`src/emp_defines.vh`:
```
`ifndef EMP_DEFINES_VH
`define EMP_DEFINES_VH

// Core clock period and access phase times (least times, rounded up)
`define EMP_CLK_PERIOD_NS 40
`define EMP_SETUP_NS 40
`define EMP_STROBE_NS 120
`define EMP_HOLD_NS 40
`define EMP_SETUP_CYC ((`EMP_SETUP_NS + `EMP_CLK_PERIOD_NS - 1) / `EMP_CLK_PERIOD_NS)
`define EMP_STROBE_CYC ((`EMP_STROBE_NS + `EMP_CLK_PERIOD_NS - 1) / `EMP_CLK_PERIOD_NS)
`define EMP_HOLD_CYC ((`EMP_HOLD_NS + `EMP_CLK_PERIOD_NS - 1) / `EMP_CLK_PERIOD_NS)

// Request queue
`define EMP_FIFO_DEPTH 8
`define EMP_FIFO_AW 3

// Chip-select space field of the word address
`define EMP_SPACE_LSB 26
`define EMP_SPACE_MSB 27

// Memory type per space
`define EMP_TYPE_ASYNC 2'h0
`define EMP_TYPE_SDRAM 2'h1
`define EMP_TYPE_SYNC 2'h2

// Clock strap codes
`define EMP_CLKSEL_EXT 2'h0
`define EMP_CLKSEL_DIV4 2'h1
`define EMP_CLKSEL_DIV6 2'h2
`define EMP_CLKSEL_RSVD 2'h3
`define EMP_CLKSEL_RESET 2'h0
`define EMP_STRAP_SETTLE 2'h3

// Divided output clock ratio codes
`define EMP_RATIO_1 2'h0
`define EMP_RATIO_2 2'h1
`define EMP_RATIO_4 2'h2

// Last count of each half period of the core-derived clocks (half period minus one), in core cycles
`define EMP_DIV4_HALF 2'h1
`define EMP_DIV6_HALF 2'h2

`endif

```
`src/emp_fifo.v`:
```
`timescale 1ns/10ps
`include "emp_defines.vh"

module emp_fifo #(
  parameter WIDTH = 22,
  parameter DEPTH = `EMP_FIFO_DEPTH,
  parameter AW = `EMP_FIFO_AW
) (
  input wire core_clk,
  input wire reset_n,
  input wire inValid,
  output wire inReady,
  input wire [WIDTH-1:0] inData,
  output wire outValid,
  input wire outReady,
  output wire [WIDTH-1:0] outData
);
  reg [WIDTH-1:0] mem [0:DEPTH-1];
  reg [AW-1:0] wrPtr_ff;
  reg [AW-1:0] rdPtr_ff;
  reg [AW:0] count_ff;
  reg notFull_ff;
  reg empty_ff;
  wire push;
  wire pop;
  reg [AW:0] nxt_count;

  // Ready is kept as its own flop so the port needs no inverter
  assign inReady = notFull_ff;
  assign outValid = ~empty_ff;
  assign outData = mem[rdPtr_ff];
  assign push = inValid & notFull_ff;
  assign pop = outReady & ~empty_ff;

  always @* begin
    nxt_count = count_ff;
    if (push & ~pop) begin
      nxt_count = count_ff + 1'b1;
    end else if (pop & ~push) begin
      nxt_count = count_ff - 1'b1;
    end
  end

  always @(posedge core_clk) begin
    if (push) begin
      mem[wrPtr_ff] <= inData;
    end
  end

  always @(posedge core_clk or negedge reset_n) begin
    if (!reset_n) begin
      wrPtr_ff <= {AW{1'b0}};
      rdPtr_ff <= {AW{1'b0}};
      count_ff <= {(AW+1){1'b0}};
      notFull_ff <= 1'b1;
      empty_ff <= 1'b1;
    end else begin
      if (push) begin
        wrPtr_ff <= (wrPtr_ff == DEPTH[AW-1:0] - 1'b1) ? {AW{1'b0}} : wrPtr_ff + 1'b1;
      end
      if (pop) begin
        rdPtr_ff <= (rdPtr_ff == DEPTH[AW-1:0] - 1'b1) ? {AW{1'b0}} : rdPtr_ff + 1'b1;
      end
      count_ff <= nxt_count;
      notFull_ff <= (nxt_count != DEPTH[AW:0]);
      empty_ff <= (nxt_count == {(AW+1){1'b0}});
    end
  end
endmodule // emp_fifo

```
`src/emp_strobe_ctrl.v`:
```
`timescale 1ns/10ps
`include "emp_defines.vh"

// What this block does
// Byte-lane write enables follow the access byte enables and double as the SDRAM data mask.
// A peripheral transfer strobe moves data between two outside peripherals, bus undriven.
// A host asks for the bus on the hold request input and is answered on hold grant out.
// A bus request output shows that the block has accesses pending or in flight.
// Clock straps are caught after reset and pick pin clock, core over four or over six.
// The divided output clock runs at the selected clock over one, two or four.
// The full output clock runs at the selected clock frequency.
// The shared read strobe acts as async read, SDRAM CAS or sync address strobe/read enable.
// For sync spaces the read-enable select picks address strobe (0) or read enable (1).
// The shared output-enable strobe acts as async OE, SDRAM RAS or sync OE.
// The shared write strobe acts as async, SDRAM or sync write enable.
// A FIFO output enable is driven only for sync reads of space three.
// Async memories supply ready on the ready input, sampled during async accesses.
// Exactly one chip select is low per access, chosen by word-address bits 26 to 27 of 26-31.
// Strap code 00 is pin clock, 01 core over four, 10 core over six, 11 reserved.
// A low ready stretches the async strobe phase until ready is seen high.
// While hold is granted the control pins float and no new access starts.
module emp_strobe_ctrl #(
  parameter FIFO_DEPTH = `EMP_FIFO_DEPTH,
  parameter FIFO_AW = `EMP_FIFO_AW
) (
  input wire core_clk,
  input wire reset_n,
  input wire reqValid,
  output wire reqReady,
  input wire reqWrite,
  input wire reqPeriph,
  input wire [31:0] reqWordAddr,
  input wire [1:0] reqByteEn,
  input wire [15:0] reqWrData,
  output reg [15:0] rdData_ff,
  output reg rdValid_ff,
  input wire [7:0] spaceMemType,
  input wire [3:0] readEnSelect,
  input wire [1:0] clkDivRatio,
  input wire [1:0] clkSelStraps,
  input wire extMemClkIn,
  output reg memClkOutFull_ff,
  output reg memClkOutDiv_ff,
  input wire holdReqIn,
  output reg holdGrantOut_ff,
  output reg busReqOut_ff,
  input wire asyncReadyIn,
  output reg [3:0] spaceSelectN_ff,
  output reg [1:0] byteLaneWriteEnN_ff,
  output reg periphDirectXferN_ff,
  output reg sharedReadStrobeN_ff,
  output reg sharedOeStrobeN_ff,
  output reg sharedWriteStrobeN_ff,
  output reg fifoOutputEnN_ff,
  output reg ctrlOe_ff,
  input wire [15:0] memDataIn,
  output reg [15:0] memDataOut_ff,
  output reg memDataOe_ff
);
  localparam ST_IDLE = 3'h0;
  localparam ST_SETUP = 3'h1;
  localparam ST_STROBE = 3'h2;
  localparam ST_HOLD = 3'h3;
  localparam ST_GRANT = 3'h4;
  localparam integer SETUP_INT = `EMP_SETUP_CYC;
  localparam integer STROBE_INT = `EMP_STROBE_CYC;
  localparam integer HOLD_INT = `EMP_HOLD_CYC;
  // Counts are cut to the phase counter width on purpose
  localparam [3:0] SETUP_CYC = SETUP_INT[3:0];
  localparam [3:0] STROBE_CYC = STROBE_INT[3:0];
  localparam [3:0] HOLD_CYC = HOLD_INT[3:0];
  localparam EW = 22;

  // Queue entry: periph, write, space, byte enables, data
  wire [EW-1:0] qIn;
  wire [EW-1:0] qOut;
  wire qValid;
  wire qPop;
  reg [2:0] state_ff;
  reg [2:0] nxt_state;
  reg [3:0] cnt_ff;
  reg [3:0] nxt_cnt;
  reg [EW-1:0] cur_ff;
  reg firstStrobe_ff;

  // Pin synchronisers
  reg holdMeta_ff;
  reg holdSync_ff;
  reg rdyMeta_ff;
  reg rdySync_ff;
  reg extClkMeta_ff;
  reg extClkSync_ff;
  reg [1:0] strapMeta_ff;
  reg [1:0] strapSync_ff;
  reg [15:0] dataMeta_ff;
  reg [15:0] dataSync_ff;

  // Clock generation
  reg [1:0] strapCnt_ff;
  reg strapDone_ff;
  reg [1:0] clkSel_ff;
  reg [1:0] div4Cnt_ff;
  reg div4Lvl_ff;
  reg [1:0] div6Cnt_ff;
  reg div6Lvl_ff;
  reg selLvlPrev_ff;
  reg [1:0] edgeCnt_ff;
  reg selLvl;

  wire curPeriph = cur_ff[21];
  wire curWrite = cur_ff[20];
  wire [1:0] curSpace = cur_ff[19:18];
  wire [1:0] curByteEn = cur_ff[17:16];
  wire [1:0] curType = spaceMemType[{curSpace, 1'b0} +: 2];
  wire curRenSel = readEnSelect[curSpace];
  wire active = (state_ff == ST_SETUP) | (state_ff == ST_STROBE) | (state_ff == ST_HOLD);
  wire strobeDone = (cnt_ff == 4'h0) & ((curType != `EMP_TYPE_ASYNC) | rdySync_ff);

  assign qIn = {reqPeriph, reqWrite, reqWordAddr[`EMP_SPACE_MSB:`EMP_SPACE_LSB], reqByteEn,
                reqWrData};
  assign qPop = (state_ff == ST_IDLE) & ~holdSync_ff;

  emp_fifo #(
    .WIDTH(EW),
    .DEPTH(FIFO_DEPTH),
    .AW(FIFO_AW)
  ) u_fifo (
    .core_clk(core_clk),
    .reset_n(reset_n),
    .inValid(reqValid),
    .inReady(reqReady),
    .inData(qIn),
    .outValid(qValid),
    .outReady(qPop),
    .outData(qOut)
  );

  always @(posedge core_clk or negedge reset_n) begin
    if (!reset_n) begin
      holdMeta_ff <= 1'b0;
      holdSync_ff <= 1'b0;
      rdyMeta_ff <= 1'b0;
      rdySync_ff <= 1'b0;
      extClkMeta_ff <= 1'b0;
      extClkSync_ff <= 1'b0;
      strapMeta_ff <= 2'h0;
      strapSync_ff <= 2'h0;
      dataMeta_ff <= 16'h0;
      dataSync_ff <= 16'h0;
    end else begin
      holdMeta_ff <= holdReqIn;
      holdSync_ff <= holdMeta_ff;
      rdyMeta_ff <= asyncReadyIn;
      rdySync_ff <= rdyMeta_ff;
      extClkMeta_ff <= extMemClkIn;
      extClkSync_ff <= extClkMeta_ff;
      strapMeta_ff <= clkSelStraps;
      strapSync_ff <= strapMeta_ff;
      dataMeta_ff <= memDataIn;
      dataSync_ff <= dataMeta_ff;
    end
  end

  // Straps are taken once, a few cycles after release, so the pulls have settled
  always @(posedge core_clk or negedge reset_n) begin
    if (!reset_n) begin
      strapCnt_ff <= 2'h0;
      strapDone_ff <= 1'b0;
      clkSel_ff <= `EMP_CLKSEL_RESET;
    end else if (!strapDone_ff) begin
      strapCnt_ff <= strapCnt_ff + 2'h1;
      if (strapCnt_ff == `EMP_STRAP_SETTLE) begin
        strapDone_ff <= 1'b1;
        // Reserved code falls back to the pin clock
        clkSel_ff <= (strapSync_ff == `EMP_CLKSEL_RSVD) ? `EMP_CLKSEL_EXT :
                     strapSync_ff;
      end
    end
  end

  // Pin clock is sampled, so it must stay well below half the core rate
  always @* begin
    case (clkSel_ff)
      `EMP_CLKSEL_DIV4: selLvl = div4Lvl_ff;
      `EMP_CLKSEL_DIV6: selLvl = div6Lvl_ff;
      default: selLvl = extClkSync_ff;
    endcase
  end

  always @(posedge core_clk or negedge reset_n) begin
    if (!reset_n) begin
      div4Cnt_ff <= 2'h0;
      div4Lvl_ff <= 1'b0;
      div6Cnt_ff <= 2'h0;
      div6Lvl_ff <= 1'b0;
      selLvlPrev_ff <= 1'b0;
      edgeCnt_ff <= 2'h0;
      memClkOutFull_ff <= 1'b0;
      memClkOutDiv_ff <= 1'b0;
    end else begin
      if (div4Cnt_ff == `EMP_DIV4_HALF) begin
        div4Cnt_ff <= 2'h0;
        div4Lvl_ff <= ~div4Lvl_ff;
      end else begin
        div4Cnt_ff <= div4Cnt_ff + 2'h1;
      end
      if (div6Cnt_ff == `EMP_DIV6_HALF) begin
        div6Cnt_ff <= 2'h0;
        div6Lvl_ff <= ~div6Lvl_ff;
      end else begin
        div6Cnt_ff <= div6Cnt_ff + 2'h1;
      end
      selLvlPrev_ff <= selLvl;
      if (selLvl & ~selLvlPrev_ff) begin
        edgeCnt_ff <= edgeCnt_ff + 2'h1;
      end
      memClkOutFull_ff <= selLvl;
      case (clkDivRatio)
        `EMP_RATIO_2: memClkOutDiv_ff <= edgeCnt_ff[0];
        `EMP_RATIO_4: memClkOutDiv_ff <= edgeCnt_ff[1];
        default: memClkOutDiv_ff <= selLvl;
      endcase
    end
  end

  always @* begin
    nxt_state = state_ff;
    nxt_cnt = cnt_ff;
    case (state_ff)
      ST_IDLE: begin
        if (holdSync_ff) begin
          nxt_state = ST_GRANT;
        end else if (qValid) begin
          nxt_state = ST_SETUP;
          nxt_cnt = SETUP_CYC - 4'h1;
        end
      end
      ST_SETUP: begin
        if (cnt_ff == 4'h0) begin
          nxt_state = ST_STROBE;
          nxt_cnt = STROBE_CYC - 4'h1;
        end else begin
          nxt_cnt = cnt_ff - 4'h1;
        end
      end
      ST_STROBE: begin
        if (strobeDone) begin
          nxt_state = ST_HOLD;
          nxt_cnt = HOLD_CYC - 4'h1;
        end else if (cnt_ff != 4'h0) begin
          nxt_cnt = cnt_ff - 4'h1;
        end
      end
      ST_HOLD: begin
        if (cnt_ff == 4'h0) begin
          nxt_state = ST_IDLE;
        end else begin
          nxt_cnt = cnt_ff - 4'h1;
        end
      end
      ST_GRANT: begin
        if (!holdSync_ff) begin
          nxt_state = ST_IDLE;
        end
      end
      default: begin
        nxt_state = ST_IDLE;
      end
    endcase
  end

  always @(posedge core_clk or negedge reset_n) begin
    if (!reset_n) begin
      state_ff <= ST_IDLE;
      cnt_ff <= 4'h0;
      cur_ff <= {EW{1'b0}};
      firstStrobe_ff <= 1'b0;
      rdData_ff <= 16'h0;
      rdValid_ff <= 1'b0;
    end else begin
      state_ff <= nxt_state;
      cnt_ff <= nxt_cnt;
      firstStrobe_ff <= (state_ff == ST_SETUP) & (nxt_state == ST_STROBE);
      if (qPop & qValid) begin
        cur_ff <= qOut;
      end
      rdValid_ff <= 1'b0;
      if ((state_ff == ST_STROBE) & strobeDone & ~curWrite & ~curPeriph) begin
        rdData_ff <= dataSync_ff;
        rdValid_ff <= 1'b1;
      end
    end
  end

  // Pins are registered from the phase state, one cycle behind it
  always @(posedge core_clk or negedge reset_n) begin
    if (!reset_n) begin
      holdGrantOut_ff <= 1'b0;
      busReqOut_ff <= 1'b0;
      ctrlOe_ff <= 1'b1;
      spaceSelectN_ff <= 4'hf;
      byteLaneWriteEnN_ff <= 2'h3;
      periphDirectXferN_ff <= 1'b1;
      sharedReadStrobeN_ff <= 1'b1;
      sharedOeStrobeN_ff <= 1'b1;
      sharedWriteStrobeN_ff <= 1'b1;
      fifoOutputEnN_ff <= 1'b1;
      memDataOut_ff <= 16'h0;
      memDataOe_ff <= 1'b0;
    end else begin
      holdGrantOut_ff <= (state_ff == ST_GRANT);
      ctrlOe_ff <= (state_ff != ST_GRANT);
      busReqOut_ff <= qValid | active;
      spaceSelectN_ff <= active ? ~(4'h1 << curSpace) : 4'hf;
      // Lanes stay active on reads too, so SDRAM sees them as the data mask
      byteLaneWriteEnN_ff <= active ? ~curByteEn : 2'h3;
      periphDirectXferN_ff <= ~(active & curPeriph & (state_ff == ST_STROBE));
      memDataOut_ff <= cur_ff[15:0];
      memDataOe_ff <= active & curWrite & ~curPeriph;
      sharedReadStrobeN_ff <= 1'b1;
      sharedOeStrobeN_ff <= 1'b1;
      sharedWriteStrobeN_ff <= 1'b1;
      fifoOutputEnN_ff <= 1'b1;
      if (active) begin
        case (curType)
          `EMP_TYPE_SDRAM: begin
            sharedOeStrobeN_ff <= ~(state_ff == ST_SETUP);
            sharedReadStrobeN_ff <= ~(state_ff == ST_STROBE);
            sharedWriteStrobeN_ff <= ~((state_ff == ST_STROBE) & curWrite);
          end
          `EMP_TYPE_SYNC: begin
            if (curRenSel) begin
              sharedReadStrobeN_ff <= ~((state_ff == ST_STROBE) & ~curWrite);
            end else begin
              sharedReadStrobeN_ff <= ~((state_ff == ST_STROBE) & firstStrobe_ff);
            end
            sharedOeStrobeN_ff <= ~((state_ff == ST_STROBE) & ~curWrite);
            sharedWriteStrobeN_ff <= ~((state_ff == ST_STROBE) & curWrite);
            fifoOutputEnN_ff <= ~((state_ff == ST_STROBE) & ~curWrite &
                                  (curSpace == 2'h3));
          end
          default: begin
            sharedReadStrobeN_ff <= ~((state_ff == ST_STROBE) & ~curWrite);
            sharedOeStrobeN_ff <= ~(~curWrite);
            sharedWriteStrobeN_ff <= ~((state_ff == ST_STROBE) & curWrite);
          end
        endcase
      end
    end
  end
endmodule // emp_strobe_ctrl

```
`config.mk`:
```
export PLATFORM = sky130hd
export DESIGN_NAME = emp_strobe_ctrl
export DESIGN_NICKNAME = d
export VERILOG_FILES = /design/src/emp_fifo.v /design/src/emp_strobe_ctrl.v
export VERILOG_INCLUDE_DIRS = /design/src
export SDC_FILE = /design/constraint.sdc
export NUM_CORES = 1
export LEC_CHECK = 0
export ABC_AREA = 1
export BUFFER_PORTS_ARGS = -buffer_cell sky130_fd_sc_hd__buf_2
export CORE_ASPECT_RATIO = 0.7
export CORE_MARGIN = 2
export CORE_UTILIZATION = 40
export CTS_BUF_LIST = sky130_fd_sc_hd__clkbuf_4 sky130_fd_sc_hd__clkbuf_8 sky130_fd_sc_hd__clkbuf_16
export CTS_CLUSTER_DIAMETER = 50
export DETAILED_ROUTE_END_ITERATION = 8
export GPL_TIMING_DRIVEN = 0
export MAX_ROUTING_LAYER = met4
export SETUP_SLACK_MARGIN = 0.2
export SYNTH_ARGS = -nofsm -noshare
export SYNTH_HDL_FRONTEND = slang
export SYNTH_SLANG_ARGS = --single-unit
```
`constraint.sdc`:
```
create_clock -name core_clk -period 2.9 [get_ports core_clk]
set_clock_uncertainty 0.15 [all_clocks]
set_input_delay 0.87 -clock core_clk [delete_from_list [all_inputs] [get_ports core_clk]]
set_output_delay 0.87 -clock core_clk [all_outputs]
set_load 0.03 [all_outputs]
```
== Yosys cells after proc, flatten, opt, wreduce, memory -nomap -nowiden ==
Memories as Yosys holds them, arrays and structs flattened. A register that Yosys moved wholly into a read port is not among the register bits.
Cells that the tools add are included.

* Output and inout port bits: 51
* Register bits after elaboration: 125
* Word-level logic and storage cells: 170
* Memory bits (writable): 176
* Input port bits: 90
* Memories: 1

{| class="wikitable"
|+ Memory list
! memory !! depth !! width !! read ports !! clocked after memory_dff !! write ports !! line !! source
|-
| u_fifo.mem || 8 || 22 || 1 || 1 || 1 || emp_fifo.v:18 || <nowiki>reg [WIDTH-1:0] mem [0:DEPTH-1];</nowiki>
|}

* Shift-type cells: 2
* Reduce and logical (&&, ||, !) cells: 9
* Mux-type cells: 40
* Equal/unequal tests: 24
* $add $sub $neg: 9
* Order comparisons: 1
* Bitwise gates (word level): 42

{| class="wikitable"
|+ Operator list
! operator !! count
|-
| $mux 4 || 9
|-
| $mux 3 || 8
|-
| $and 1x1->1 || 19
|-
| $not 1->1 || 17
|-
| $pmux 4 s4 || 1
|-
| $pmux 3 s5 || 1
|-
| $eq 2x2->1 const B || 7
|-
| $mux 1 || 12
|-
| $eq 3x2->1 const B || 3
|-
| $eq 3x3->1 const B || 3
|-
| $add 2x1->2 const B || 4
|-
| $eq 2x1->1 const B || 4
|-
| $logic_not 4->1 || 2
|-
| $mux 2 || 4
|-
| $pmux 1 s2 || 4
|-
| $reduce_bool 4->1 || 2
|-
| $shiftx 8x4->2 || 1
|-
| $sub 4x1->4 const B || 2
|-
| $add 3x1->3 const B || 2
|-
| $ne 2x2->1 const B || 3
|-
| $ne 3x3->1 const B || 2
|-
| $reduce_and 5->1 || 1
|-
| $add 4x1->4 const B || 1
|-
| $ne 4x4->1 const B || 1
|-
| 11 further kinds || 14
|}

== Depth between registers and ports, before layout ==
* Depth after elaboration: 8
* Depth in mapped cells: 15
* Gate-level depth less buffers: 15

== Hierarchy ==
Synthesis repeated with hierarchy kept, for this count alone.

* Cell total of the unflattened synthesis: 1061
* Area total of the unflattened synthesis: 12443.2 um^2

{| class="wikitable"
|+ Modules (own cells, without submodules)
! module !! sequential area each (um^2) !! area each (um^2) !! cells each !! instances
|-
| emp_fifo || 5587.9 || 7648.6 || 637 || 1
|-
| emp_strobe_ctrl || 3393.3 || 4794.6 || 424 || 1
|}

== Worst setup path after synthesis ==
No wires, ideal clock.

* Path kind: input port to flip-flop
* Start point: input port reqValid
* End point: memory u_fifo.mem[0][0] (enable)
* Path slack: 0.183 ns
* Data required time: 2.349 ns
* Path buffers: 0
* Stages: 4
* Library setup time: 0.401 ns
* Arrival: 2.167 ns
* Cells stage by stage: nand2_1 inv_1 nand2_1 nor2_1

* Longest elaborated chain between the ends: 3

{| class="wikitable"
|+ RTL lines
! what !! line !! source
|-
| start: declaration || emp_strobe_ctrl.v:28 || <nowiki>input wire reqValid,</nowiki>
|-
| $and 1x1->1 || emp_fifo.v:32 || <nowiki>assign push = inValid & notFull_ff;</nowiki>
|-
| $mux 1 || emp_fifo.v:45 || <nowiki>if (push) begin</nowiki>
|-
| $mux 1 (implied by the code) || emp_fifo.v:46 || <nowiki>mem[wrPtr_ff] <= inData;</nowiki>
|-
| end: declaration || emp_fifo.v:18 ||
|}

Every way passes these cells.

== Final worst setup path ==
* Start point: register cur_ff[18], read port of u_fifo.mem
* End point: register rdData_ff[14]

* Longest elaborated chain between the ends: 7

{| class="wikitable"
|+ RTL lines
! what !! line !! source
|-
| start: declaration || emp_strobe_ctrl.v:83 || <nowiki>reg [EW-1:0] cur_ff;</nowiki>
|-
| $shiftx 8x4->2 || emp_strobe_ctrl.v:114 || <nowiki>wire [1:0] curType = spaceMemType[{curSpace, 1'b0} +: 2];</nowiki>
|-
| $reduce_bool 2->1 (no source line) || - ||
|-
| $or 1x1->1 || emp_strobe_ctrl.v:117 || <nowiki>wire strobeDone = (cnt_ff == 4'h0) & ((curType != `EMP_TYPE_ASYNC) | rdySync_ff);</nowiki>
|-
| $and 1x1->1 || emp_strobe_ctrl.v:117 ||
|-
| $and 1x1->1 (3 in series) || emp_strobe_ctrl.v:288 || <nowiki>if ((state_ff == ST_STROBE) & strobeDone & ~curWrite & ~curPeriph) begin</nowiki>
|-
| end signal: assignment || emp_strobe_ctrl.v:289 || <nowiki>rdData_ff <= dataSync_ff;</nowiki>
|-
| end: declaration || emp_strobe_ctrl.v:35 || <nowiki>output reg [15:0] rdData_ff,</nowiki>
|}

Every way passes these cells.
A chain may end at the register's enable or synchronous reset.

==> flow_metrics.py <==
metrics = {
    "status": {
        "status": "finished, final reports clean",
    },
    "pwr": {
        "p_per_area_mw_per_mm2": 1040,
        "leakage_nw": 5.98,
        "ir_drop_v": 0.000493,
    },
    "die": {
        "start_util_pct": 40.6,
        "io_pins": 141,
        "die_area_mm2": 0.0319,
        "core-area_mm2": 0.0300,
        "num_rows": 53,
        "die_y_um": 150,
        "die_x_um": 213,
    },
    "run": {
        "maxCapViolCount": 0,
    },
    "clocking": {
        "ctsHtreeMaxLevel": 2,
        "clk_pin_slew_ns": 0.06,
        "cts_buffer_depth": 3,
        "clk_latency_ns": 0.51,
        "root_buffer": "clkbuf_16",
        "cts.sinks": 323,
        "numCtsBuffers": 34,
        "cts_tree": "yes",
    },
    "logic_synthesis": {
        "synth_ff_type": "edfxtp_1",
        "ys_types": 39,
        "ys_warn_count": 0,
        "yosysSeqAreaShare_pct": 73.8,
        "synth_edf_count": 176,
        "postSynthNetCount": 1080,
        "synth-seq-cells": 323,
        "ys_async_sr_fraction_pct": 45.5,
        "syn_area_per_cell_um2": 12.5,
        "syn_inst": 974,
        "mappedNetlistArea_mm2": 0.0122,
    },
    "sta": {
        "slew_viol_final": 0,
        "worst_pin_slew_ns": 0.878,
        "period_needed_ns": 2.44,
        "rsz0062_at_grt": "no",
        "timing.final.crit_share_pct": 84.3,
        "whs_ns": 0.156,
        "timing.setup.tns_ns": 0,
        "relSlewSlack_pct": 41.3,
        "max_freq_mhz": 409,
        "finalHoldViolCount": 0,
        "final-setup-viol-count": 0,
    },
    "final_layout": {
        "multi_input_area_mm2": 0.00283,
        "final_common_cell": "edfxtp_1",
        "area_growth_pct": 19.6,
        "regArea_mm2": 0.00898,
        "drive_gt1_share_pct": 21.1,
        "fillers": 2710,
        "final_cell_mix": "edfxtp_1, nand2_1, nor2_1, dfrtp_1, buf_2",
        "fin_nets": 1233,
    },
    "detailed_routing": {
        "vias": 7627,
        "dr.pass1.iters": 5,
        "wl_per_cell_um": 17.8,
        "vias_per_cell": 4.87,
        "drt_iter0_drc": 919,
        "route.detailed.drc": 0,
        "wl_um": 27800,
        "route.antenna.remaining_nets": 0,
    },
    "critical_path": {
        "start_kind": "register",
        "worstReg2RegStart": "cur_ff[18]$_DFFE_PN0P_",
        "critPathRequiredTime_ns": 3.18,
        "crit_type": "register to register",
        "reg2regPathDepth": 14,
        "crit_path_max_fanout": 10,
        "critPathArrivalTime_ns": 2.73,
        "reg2reg_slack_ns": 0.46,
        "r2r_end": "rdData_ff[14]$_DFFE_PN0P_",
        "cp-end-kind": "register",
    },
    "hold_path": {
        "min_path_type": "input port to asynchronous set/reset pin",
    },
    "global_routing": {
        "antenna_found_initial": 2,
        "grt_pass1_vias": 7207,
        "gr-usage-all-layers_pct": 18.1,
        "gr-total-overflow": 0,
        "grt_first_pass_wirelength_um": 42200,
        "grt_max_degree": 96,
    },
    "placement": {
        "hpwl_um": 18100,
        "io_buffers": 110,
        "gp_congestion": 0.814,
    },
}
-- registers in the layout, indices dropped and copies added (netlist names), 4 cells and up --
name,cells
u_fifo.mem,176
cur_ff,22
dataMeta_ff,16
dataSync_ff,16
memDataOut_ff,16
rdData_ff,16
cnt_ff,4
spaceSelectN_ff,4
u_fifo.count_ff,4
-- cell families after synthesis --
kind of cell / Yosys count / share of synthesized area, %
compound gates: 163 / 8.00
xor+xnor: 10 / 0.719
fa+ha+maj: 16 / 1.64
buf+inv: 105 / 3.54
flops: 323 / 73.8
mux: 1 / 0.0925
simple gates: 356 / 12.2
-- worst max path at each step --
stage / from / to / slack, ns / cells past startpoint
final: cur_ff[18]$_DFFE_PN0P_ / rdData_ff[14]$_DFFE_PN0P_ / 0.46 / 14
after CTS: cur_ff[18]$_DFFE_PN0P_ / rdData_ff[12]$_DFFE_PN0P_ / 0.33 / 15
after global routing: cur_ff[18]$_DFFE_PN0P_ / rdData_ff[6]$_DFFE_PN0P_ / 0.25 / 14
after global placement: reset_n / cur_ff[1]$_DFFE_PN0P_ / -1.41 / 1
after floorplan: reqValid / u_fifo.mem[0][0]$_DFFE_PP_ / 0.18 / 4
after detailed placement: spaceMemType[1] / rdData_ff[12]$_DFFE_PN0P_ / -0.1 / 13
-- report_power, final --
group	switching, mW	internal [mW]	total [mW]
clock	1.74	2.57	4.31
combinational	3.32	1.34	4.66
sequential	0.382	5.85	6.23
-- metal layers --
layer	GRT usage (%)	share of wire, %
met1	26.8	49
met2	25.1	42
met3	4.01	6.8
met4	5.07	1.8
met5	-	0
-- what timing repair did --
| action | CTS | global route |
|---|---|---|
| pin swaps | 0 | 0 |
| setup buffers | 0 | 0 |
| hold buffers | 0 | 0 |
| setup endpoints to repair | 9 | 9 |
| gates resized for setup | 2 | 3 |
-- per-stage QoR --
step	worst slack, ns	std cells	utilization [%]	power [mW]	area (um2)
2_1_floorplan	0.183	974	-	9.29	12200
3_3_place_gp	-1.41	1496	44.2	10.8	13200
3_5_place_dp	-0.0991	1503	44.7	10.9	13400
4_1_cts	0.329	1563	48.5	15.3	14500
5_1_grt	0.251	1565	48.6	16.1	14600
6_report	0.456	1565	48.6	15.2	14600
-- final cells by class --
type                       count  share of cell area [%]
antenna                        2                  0.0344
tap                          412                    3.54
inverter                      66                    1.72
buffer                        39                    1.25
timing repair buffer         117                    4.72
multi-input combinational    546                    19.4
clock buffer                  52                    7.11
clock inverter                 8                   0.550
sequential                   323                    61.7
-- critical path, cell delays in order, from the launching register on --
cell and delay (ns):
dfrtp_1 0.40, inv_1 0.11, nand2_1 0.08, inv_1 0.07, nand2_1 0.07, nand2_1 0.10
a221oi_4 0.25, ha_1 0.19, inv_1 0.03, nor2_1 0.19, inv_1 0.13, nand4_4 0.19
buf_2 0.25, nand2_1 0.09, nand2_1 0.07
-- Yosys cell counts (7+ instances only) --
| master | count | area (um2) |
|---|---|---|
| nor2_1 | 141 | 529 |
| nand3_1 | 43 | 215 |
| dfrtp_1 | 133 | 3330 |
| o211ai_1 | 24 | 180 |
| o21ai_0 | 88 | 440 |
| ha_1 | 16 | 200 |
| a21oi_1 | 7 | 35.0 |
| inv_1 | 61 | 229 |
| o21ai_1 | 16 | 80.1 |
| buf_2 | 15 | 75.1 |
| o221ai_1 | 20 | 175 |
| nand2_2 | 10 | 62.6 |
| nand2_1 | 148 | 556 |
| dfstp_2 | 14 | 368 |
| edfxtp_1 | 176 | 5290 |
| clkbuf_1 | 22 | 82.6 |
No activity file was read; power rests on OpenSTA's default activity.
